## config.mk

```make
export PLATFORM = sky130hd
export DESIGN_NAME = fpp_core
export DESIGN_NICKNAME = d
export VERILOG_FILES = /design/src/hw/fpp_pkg.sv /design/src/hw/fpp_alu.sv /design/src/hw/fpp_core.sv
export SDC_FILE = /design/constraint.sdc
export NUM_CORES = 1
export LEC_CHECK = 0
export BUFFER_PORTS_ARGS = -buffer_cell sky130_fd_sc_hd__buf_2
export CAP_MARGIN = 20
export CORE_MARGIN = 8
export CORE_UTILIZATION = 55
export CTS_BUF_LIST = sky130_fd_sc_hd__clkbuf_8
export CTS_CLUSTER_SIZE = 12
export DETAILED_ROUTE_END_ITERATION = 8
export PLACE_DENSITY = 0.69
export SYNTH_ARGS = -nofsm -noshare
export SYNTH_HDL_FRONTEND = slang
export SYNTH_SLANG_ARGS = --single-unit
```

## constraint.sdc

```tcl
create_clock -name clk -period 7.6 [get_ports clk]
set_clock_uncertainty 0.1 [all_clocks]
set_input_delay 1.14 -clock clk [delete_from_list [all_inputs] [get_ports clk]]
set_output_delay 1.14 -clock clk [all_outputs]
set_load 0.01 [all_outputs]
```

## src/hw/fpp_pkg.sv

```systemverilog
// Constants and types of the four-phase fetch/execute core.
// Assumes a 16-bit program memory word and an 8-bit data path.
package fpp_pkg;

    localparam int IP_W = 11;
    localparam int IW = 16;
    localparam int DW = 8;
    localparam int DA_W = 6;
    localparam int DM_DEPTH = 64;

    localparam logic [IP_W-1:0] RESET_IP = 11'h000;
    localparam logic [IP_W-1:0] IP_STEP = 11'h001;

    // Instruction fields
    localparam int OP_MSB = 15;
    localparam int OP_LSB = 12;
    localparam int ROT_LEFT_BIT = 8;
    localparam int DEST_MEM_BIT = 7;
    localparam int IMM_MSB = 7;
    localparam int DADDR_MSB = 5;
    localparam int TARGET_MSB = 10;

    // Opcodes
    localparam logic [3:0] OP_NOP = 4'h0;
    localparam logic [3:0] OP_LDA = 4'h1;
    localparam logic [3:0] OP_STA = 4'h2;
    localparam logic [3:0] OP_LDI = 4'h3;
    localparam logic [3:0] OP_ADD = 4'h4;
    localparam logic [3:0] OP_SUB = 4'h5;
    localparam logic [3:0] OP_AND = 4'h6;
    localparam logic [3:0] OP_OR = 4'h7;
    localparam logic [3:0] OP_XOR = 4'h8;
    localparam logic [3:0] OP_ROT = 4'h9;
    localparam logic [3:0] OP_INC = 4'hA;
    localparam logic [3:0] OP_DEC = 4'hB;
    localparam logic [3:0] OP_SZ = 4'hC;
    localparam logic [3:0] OP_JMP = 4'hD;
    localparam logic [3:0] OP_CALL = 4'hE;
    localparam logic [3:0] OP_RET = 4'hF;

    // Control registers mapped into data memory
    localparam logic [DA_W-1:0] DM_INDIRECT = 6'h00;
    localparam logic [DA_W-1:0] DM_POINTER = 6'h01;
    localparam logic [DA_W-1:0] DM_IP_LOW = 6'h02;
    localparam logic [DA_W-1:0] DM_STATUS = 6'h03;

    localparam int ST_ZERO = 0;
    localparam int ST_CARRY = 1;
    localparam logic [DW-1:0] ZERO_BYTE = 8'h00;
    localparam logic [1:0] ZERO_STATUS = 2'h0;
    localparam logic [IW-1:0] NOP_WORD = 16'h0000;

    typedef enum logic [3:0]
    {
        FPP_T1 = 4'b0001,
        FPP_T2 = 4'b0010,
        FPP_T3 = 4'b0100,
        FPP_T4 = 4'b1000
    } fpp_phase_t;

    typedef enum logic [3:0]
    {
        FPP_ALU_PASS = 4'h0,
        FPP_ALU_ADD = 4'h1,
        FPP_ALU_SUB = 4'h2,
        FPP_ALU_AND = 4'h3,
        FPP_ALU_OR = 4'h4,
        FPP_ALU_XOR = 4'h5,
        FPP_ALU_RR = 4'h6,
        FPP_ALU_RL = 4'h7,
        FPP_ALU_INC = 4'h8,
        FPP_ALU_DEC = 4'h9
    } fpp_aluop_t;

endpackage

```

## src/hw/fpp_alu.sv

```systemverilog
// 8-bit arithmetic-logic unit of the four-phase core.
// Purely combinational; the core registers its result.
`timescale 1ns/10ps
module fpp_alu
(
    input wire fpp_pkg::fpp_aluop_t op,
    input wire logic [7:0] a,
    input wire logic [7:0] b,
    input wire logic cin,
    output logic [7:0] y,
    output logic cout,
    output logic zero
);

    logic [8:0] sum;
    logic [8:0] diff;

    assign sum = {1'b0, a} + {1'b0, b};
    // Carry set means no borrow
    assign diff = {1'b0, a} + {1'b0, ~b} + 9'h001;

    always_comb
    begin
        y = b;
        cout = cin;
        unique case (op)
            fpp_pkg::FPP_ALU_PASS: y = b;
            fpp_pkg::FPP_ALU_ADD:
            begin
                y = sum[7:0];
                cout = sum[8];
            end
            fpp_pkg::FPP_ALU_SUB:
            begin
                y = diff[7:0];
                cout = diff[8];
            end
            fpp_pkg::FPP_ALU_AND: y = a & b;
            fpp_pkg::FPP_ALU_OR: y = a | b;
            fpp_pkg::FPP_ALU_XOR: y = a ^ b;
            fpp_pkg::FPP_ALU_RR: y = {b[0], b[7:1]};
            fpp_pkg::FPP_ALU_RL: y = {b[6:0], b[7]};
            fpp_pkg::FPP_ALU_INC: y = b + 8'h01;
            fpp_pkg::FPP_ALU_DEC: y = b - 8'h01;
            default:
            begin
                y = b;
                cout = cin;
            end
        endcase
    end

    assign zero = (y == 8'h00);

endmodule

```

## src/hw/fpp_core.sv

```systemverilog
// Four-phase fetch/execute sequencing core with accumulator datapath.
// Assumes program memory answers instruction_pointer combinationally
// within phase T1; inputs are synchronous to clk.
//
// Summary of operation
// - Main clock is divided into four non-overlapping phase clocks.
// - Pointer advances at start of phase one; new word fetched then.
// - Phases two to four decode and execute the current instruction.
// - One pass through the four phases forms one instruction cycle.
// - Next instruction is fetched while current executes; one per cycle.
// - Instructions loading the pointer take one extra cycle, two total.
// - Branch: first cycle gets target, second fetches it and branches.
// - 8-bit ALU does arithmetic, logic, rotate, inc, dec, branch tests.
// - A single accumulator feeds the ALU; results go to it or to data memory.
// - Control registers sit in data memory, direct and indirect.
// - Taken skip discards the prefetched word; a dummy cycle follows.
// - Reset loads pointer with zero; execution starts there.
`timescale 1ns/10ps
module fpp_core
(
    input wire logic clk,
    input wire logic rst,
    input wire logic [15:0] imem_data,
    output logic [3:0] instruction_phase_clocks,
    output logic [10:0] instruction_pointer,
    output logic [7:0] acc_out,
    output logic [1:0] status_out,
    output logic exec_valid
);

    ////////////////////////////////////////////////////////////////////////
    // Decode helpers

    function automatic logic fpp_loads_ip(input logic [3:0] op);
        fpp_loads_ip = (op == fpp_pkg::OP_JMP) || (op == fpp_pkg::OP_CALL)
            || (op == fpp_pkg::OP_RET);
    endfunction

    function automatic logic fpp_reads_mem(input logic [3:0] op);
        fpp_reads_mem = (op != fpp_pkg::OP_NOP) && (op != fpp_pkg::OP_LDI)
            && (op != fpp_pkg::OP_STA) && !fpp_loads_ip(op);
    endfunction

    ////////////////////////////////////////////////////////////////////////
    // State

    fpp_pkg::fpp_phase_t phase;
    fpp_pkg::fpp_phase_t next_phase;
    logic [10:0] ip;
    logic [10:0] ret_ip;
    logic [15:0] fetch_word;
    logic [15:0] ir;
    logic ir_valid;
    logic [7:0] acc;
    logic [7:0] pointer;
    logic [1:0] status;
    logic [7:0] operand;
    logic [7:0] result;
    logic result_c;
    logic result_z;
    logic [7:0] dmem [0:fpp_pkg::DM_DEPTH-1];

    ////////////////////////////////////////////////////////////////////////
    // Decode

    wire [3:0] op = ir[fpp_pkg::OP_MSB:fpp_pkg::OP_LSB];
    wire dest_mem = ir[fpp_pkg::DEST_MEM_BIT];
    wire [5:0] dir_addr = ir[fpp_pkg::DADDR_MSB:0];
    wire [7:0] imm = ir[fpp_pkg::IMM_MSB:0];
    wire [10:0] target = ir[fpp_pkg::TARGET_MSB:0];
    // Indirect slot reaches the cell named by the pointer register
    wire [5:0] eff_addr = (dir_addr == fpp_pkg::DM_INDIRECT)
        ? pointer[fpp_pkg::DADDR_MSB:0] : dir_addr;

    wire rd_ptr = (eff_addr == fpp_pkg::DM_POINTER);
    wire rd_ipl = (eff_addr == fpp_pkg::DM_IP_LOW);
    wire rd_st = (eff_addr == fpp_pkg::DM_STATUS);
    wire [7:0] mem_rd = rd_ptr ? pointer
        : rd_ipl ? ip[7:0]
        : rd_st ? {6'h00, status}
        : dmem[eff_addr];

    fpp_pkg::fpp_aluop_t alu_op;
    assign alu_op =
        (op == fpp_pkg::OP_ADD) ? fpp_pkg::FPP_ALU_ADD :
        (op == fpp_pkg::OP_SUB) ? fpp_pkg::FPP_ALU_SUB :
        (op == fpp_pkg::OP_AND) ? fpp_pkg::FPP_ALU_AND :
        (op == fpp_pkg::OP_OR) ? fpp_pkg::FPP_ALU_OR :
        (op == fpp_pkg::OP_XOR) ? fpp_pkg::FPP_ALU_XOR :
        (op == fpp_pkg::OP_ROT) ? (ir[fpp_pkg::ROT_LEFT_BIT]
            ? fpp_pkg::FPP_ALU_RL : fpp_pkg::FPP_ALU_RR) :
        (op == fpp_pkg::OP_INC) ? fpp_pkg::FPP_ALU_INC :
        (op == fpp_pkg::OP_DEC) ? fpp_pkg::FPP_ALU_DEC :
        fpp_pkg::FPP_ALU_PASS;

    wire [7:0] alu_b = (op == fpp_pkg::OP_LDI) ? imm
        : (op == fpp_pkg::OP_STA) ? acc : operand;
    wire [7:0] alu_y;
    wire alu_c;
    wire alu_z;

    fpp_alu u_alu
    (
        .op(alu_op),
        .a(acc),
        .b(alu_b),
        .cin(status[fpp_pkg::ST_CARRY]),
        .y(alu_y),
        .cout(alu_c),
        .zero(alu_z)
    );

    ////////////////////////////////////////////////////////////////////////
    // Writeback and flow decisions, acted on at the end of T4

    wire wb_phase = ir_valid && (phase == fpp_pkg::FPP_T4);
    wire is_logic_or_arith = (op >= fpp_pkg::OP_ADD)
        && (op <= fpp_pkg::OP_DEC);
    wire to_mem = (op == fpp_pkg::OP_STA) || (is_logic_or_arith && dest_mem);
    wire to_acc = (op == fpp_pkg::OP_LDA) || (op == fpp_pkg::OP_LDI)
        || (is_logic_or_arith && !dest_mem);
    wire wr_ipl = to_mem && (eff_addr == fpp_pkg::DM_IP_LOW);
    wire skip_taken = (op == fpp_pkg::OP_SZ) && result_z;
    // Any change of flow throws away the word prefetched meanwhile
    wire redirect = wb_phase && (fpp_loads_ip(op) || wr_ipl
        || skip_taken);
    wire [10:0] redirect_ip =
        (op == fpp_pkg::OP_RET) ? ret_ip :
        wr_ipl ? {ip[10:8], result} :
        skip_taken ? ip + fpp_pkg::IP_STEP :
        target;
    wire [10:0] next_ip = redirect ? redirect_ip
        : ip + fpp_pkg::IP_STEP;

    assign next_phase = (phase == fpp_pkg::FPP_T1) ? fpp_pkg::FPP_T2
        : (phase == fpp_pkg::FPP_T2) ? fpp_pkg::FPP_T3
        : (phase == fpp_pkg::FPP_T3) ? fpp_pkg::FPP_T4
        : fpp_pkg::FPP_T1;

    ////////////////////////////////////////////////////////////////////////
    // Phase generator; reset parks it in T1

    always_ff @(posedge clk or posedge rst)
    begin
        if (rst)
            phase <= fpp_pkg::FPP_T1;
        else
            phase <= next_phase;
    end

    ////////////////////////////////////////////////////////////////////////
    // Fetch side: pointer moves entering T1, word caught at end of T1

    always_ff @(posedge clk or posedge rst)
    begin
        if (rst)
        begin
            ip <= fpp_pkg::RESET_IP;
            fetch_word <= fpp_pkg::NOP_WORD;
        end
        else
        begin
            if (phase == fpp_pkg::FPP_T4)
                ip <= next_ip;
            if (phase == fpp_pkg::FPP_T1)
                fetch_word <= imem_data;
        end
    end

    // Prefetched word becomes current at the cycle boundary, unless the
    // flow changed; then a dummy cycle runs while the target is fetched
    always_ff @(posedge clk or posedge rst)
    begin
        if (rst)
        begin
            ir <= fpp_pkg::NOP_WORD;
            ir_valid <= 1'b0;
        end
        else if (phase == fpp_pkg::FPP_T4)
        begin
            ir <= fetch_word;
            ir_valid <= !redirect;
        end
    end

    ////////////////////////////////////////////////////////////////////////
    // Execute side: operand in T2, ALU in T3, writeback in T4

    always_ff @(posedge clk or posedge rst)
    begin
        if (rst)
        begin
            operand <= fpp_pkg::ZERO_BYTE;
            result <= fpp_pkg::ZERO_BYTE;
            result_c <= 1'b0;
            result_z <= 1'b0;
        end
        else
        begin
            if (phase == fpp_pkg::FPP_T2 && fpp_reads_mem(op))
                operand <= mem_rd;
            if (phase == fpp_pkg::FPP_T3)
            begin
                result <= alu_y;
                result_c <= alu_c;
                result_z <= alu_z;
            end
        end
    end

    always_ff @(posedge clk or posedge rst)
    begin
        if (rst)
        begin
            acc <= fpp_pkg::ZERO_BYTE;
            status <= fpp_pkg::ZERO_STATUS;
            pointer <= fpp_pkg::ZERO_BYTE;
            ret_ip <= fpp_pkg::RESET_IP;
        end
        else if (wb_phase)
        begin
            if (to_acc)
                acc <= result;
            if (is_logic_or_arith)
            begin
                status[fpp_pkg::ST_ZERO] <= result_z;
                status[fpp_pkg::ST_CARRY] <= result_c;
            end
            if (to_mem && eff_addr == fpp_pkg::DM_STATUS)
                status <= result[1:0];
            if (to_mem && eff_addr == fpp_pkg::DM_POINTER)
                pointer <= result;
            // Return point is the word after the call
            if (op == fpp_pkg::OP_CALL)
                ret_ip <= ip;
        end
    end

    // General cells carry no reset, as in a RAM
    always_ff @(posedge clk)
    begin
        if (wb_phase && to_mem && eff_addr > fpp_pkg::DM_STATUS)
            dmem[eff_addr] <= result;
    end

    ////////////////////////////////////////////////////////////////////////
    // Outputs

    assign instruction_phase_clocks = phase;
    assign instruction_pointer = ip;
    assign acc_out = acc;
    assign status_out = status;
    assign exec_valid = ir_valid;

endmodule

```

==> out/qor.yml <==
postCtsSetupBuffers: 0
grt_pass1_wl_um: 104400
muxShareOfSynthArea_pct: 4.748
synth-xor-area-share_pct: 0.4777
drtPass1Iterations: 6
regArea_mm2: 0.01759
root_buffer: "clkbuf_8"
drv_slew: 0
slew_headroom_pct: 21.48
fin_area_mm2: 0.02844
layout_min_cycle_time_ns: 4.900
grt_pass1_vias: 16770
die_x_um: 232.0
setup_viol: 0
hold_path_class: "input port to async pin"
multi_input_area_mm2: 0.007624
ys_warn_count: 0
max_slew.worst_pin.slew_ns: 1.165
synth_edf_count: 508
finalWeightedCongestion: 0.9593
syn-instance-count: 1893
r2r-end: "operand[6]$_DFFE_PP0P_"
yosys_most_used_dff: "edfxtp_1"
clock_latency_ns: 0.68
synth_top_family_by_area: "compound AO/OA/AOI/OAI gates"
drc: 0
avgViaCountPerCell: 6.464
area_growth_pct: 10.80
syn_avg_cell_area_um2: 13.56
max-vdd-ir-drop_v: 0.0001578
grt_max_degree: 76
synthSimpleGateAreaFrac_pct: 8.248
dp_cells: 2496
fin_setup_tns_ns: 0
cp-end-kind: "flip-flop"
drt_iter0_markers: 2176
clock-sinks: 601
seq_area_frac_synth_pct: 68.50
drv_cap: 0
start_util_pct: 55.37
synthAdderAreaFrac_pct: 1.989
clockBufferDepth: 3
finalWirelength_um: 70180
overflow: 0
synthTopCellsByArea: "edfxtp_1 (59%), dfrtp_1 (9.0%), mux2_2 (3.8%), o22ai_1 (2.5%), nand2_1 (2.3%)"
io_pins: 44
portBuffers: 42
cp.arrival_ns: 5.35
cellPowerDensity_mw_per_mm2: 271.5
post-place-ws_ns: 2.900
cts_tree: "done"
cts_made_buffers: 96
antenna_cells: 0
clk_pin_slew_ns: 0.06
die_y_um: 232.0
ctsResizeCount: 0
synth_seq_cells: 601
detail_route.wl_per_cell_um: 26.32
finalPower_mw: 7.721
antenna_found_initial: 0
post-dp-hpwl_um: 43950
final-hold-violation-count: 0
grt_use_total_pct: 25.67
synth_compound_area_share_pct: 13.57
antenna_left: 0
die_area_mm2: 0.05384
final_common_cell: "edfxtp_1"
place_area_mm2: 0.02662
rsz0062_at_grt: "false"
cts_hold_buf: 0
vias: 17230
rr_startpoint: "ir[2]$_DFFE_PP0N_"
core_region_area_mm2: 0.04636
r2r_slack_ns: 2.70
htree_num_levels: 3
synth_cell_types: 81
final_nets: 2046
async_reset_ff_share_pct: 15.47
final_cell_mix: "edfxtp_1 (508), nand2_1 (157), nor2_1 (151)"
yosys.area.top_type: "edfxtp_1"
cp_max_fo: 24
rows: 79
outcome: "finished, final reports clean"
startpoint_type: "flip-flop"
worst_slack_ns: 2.700
fillers: 3560
drive_above_1_share_pct: 15.83
yosys.area.top_type_share_pct: 59.43
crit_type: "flip-flop to flip-flop"
max_freq_mhz: 204.1
p_leak_nw: 9.900
reg2reg_depth: 9
netlist_area_mm2: 0.02567
cp.required_ns: 8.05
finalNonFillerCells: 2666
finalCritPeriodShare_pct: 64.47
-- kinds of logic after synthesis --
logic type,Yosys count
buffers and inverters,150
DFF,601
xor gates and xnor gates,14
adders and majority gates,39
muxes,111
AOI/OAI and AO/OA,508
other,1
and+or+nand+nor,469
-- registers in the layout (all words and copies together), names as in the netlist --
name / cells
dmem: 508
fetch_word: 15
ir: 15
instruction_pointer: 11
ret_ip: 11
acc_out: 8
operand: 8
pointer: 8
result: 8
instruction_phase_clocks: 4
status_out: 2
exec_valid: 1
result_c: 1
result_z: 1
-- power by group --
group          switching (mW)  total, mW  internal [mW]
clock network            1.24       2.63           1.39
registers               0.199       4.06           3.86
logic                   0.682       1.03          0.347
-- metrics by stage --
| stage | utilization, % | hold WS, ns |
|---|---|---|
| 2_1_floorplan | - | 0.3460 |
| 3_3_place_gp | 57.42 | 0.3617 |
| 3_5_place_dp | 57.42 | 0.3776 |
| 4_1_cts | 61.30 | 0.2797 |
| 5_1_grt | 61.35 | 0.3056 |
| 6_report | 61.35 | 0.3073 |
-- cell usage after synthesis (7+ instances only) --
master / instances
nand3_1: 33
edfxtp_1: 508
and3_1: 12
clkbuf_1: 55
o2bb2ai_1: 7
nor4_1: 7
a21oi_1: 78
mux2i_1: 25
a31oi_1: 29
xnor2_1: 11
a221oi_1: 7
o41ai_1: 12
o221ai_1: 20
buf_2: 37
mux2_2: 86
a22o_1: 7
o211ai_1: 14
o22a_1: 36
o31ai_1: 12
nor2_1: 152
o21a_1: 7
nand2_1: 157
a21o_1: 11
dfrtp_1: 92
a32oi_1: 15
ha_1: 36
nor3_1: 48
a22oi_1: 7
buf_1: 12
inv_1: 39
o22ai_1: 101
o21ai_0: 80
and2_1: 12
-- worst max-delay path, cell delays in order, from the launching register on --
cell     delay (ns)
dfrtp_1        0.84
nor2_1         0.28
a41oi_1        0.81
or2_2          0.75
buf_4          0.44
o22ai_1        0.12
nor3_1         0.35
o22ai_1        0.20
or4_1          0.61
o41ai_1        0.26
-- final cells by class --
class / count / share of cell area (%)
tap: 607 / 2.670
clock inverter: 64 / 1.293
inverter: 40 / 0.5367
sequential: 601 / 61.86
timing repair buffer: 81 / 1.804
clock buffer: 104 / 5.033
multi-input combinational: 1169 / 26.80
-- how the worst max path moves through the flow --
stage                             from  cells past startpoint                endpoint  slack (ns)
finish               ir[2]$_DFFE_PP0N_                      9  operand[6]$_DFFE_PP0P_        2.70
global route        ir[15]$_DFFE_PP0N_                     14    result_z$_DFFE_PP0N_        2.61
CTS                  ir[2]$_DFFE_PP0N_                      9  operand[6]$_DFFE_PP0P_        2.88
detailed placement   ir[2]$_DFFE_PP0N_                      9  operand[6]$_DFFE_PP0P_        2.90
global placement     ir[2]$_DFFE_PP0N_                      9  operand[6]$_DFFE_PP0P_        2.93
floorplan           ir[14]$_DFFE_PP0N_                     15    result_z$_DFFE_PP0N_        3.92
-- per-layer routing --
layer,vias up,GRT usage [%],wire length [µm]
li1,7556,-,-
met1,8590,34.47,28040
met2,904,40.85,32940
met3,184,5.412,6423
met4,0,10.07,2782
met5,-,0,0
Note: power is estimated with default switching activity, not from simulation.
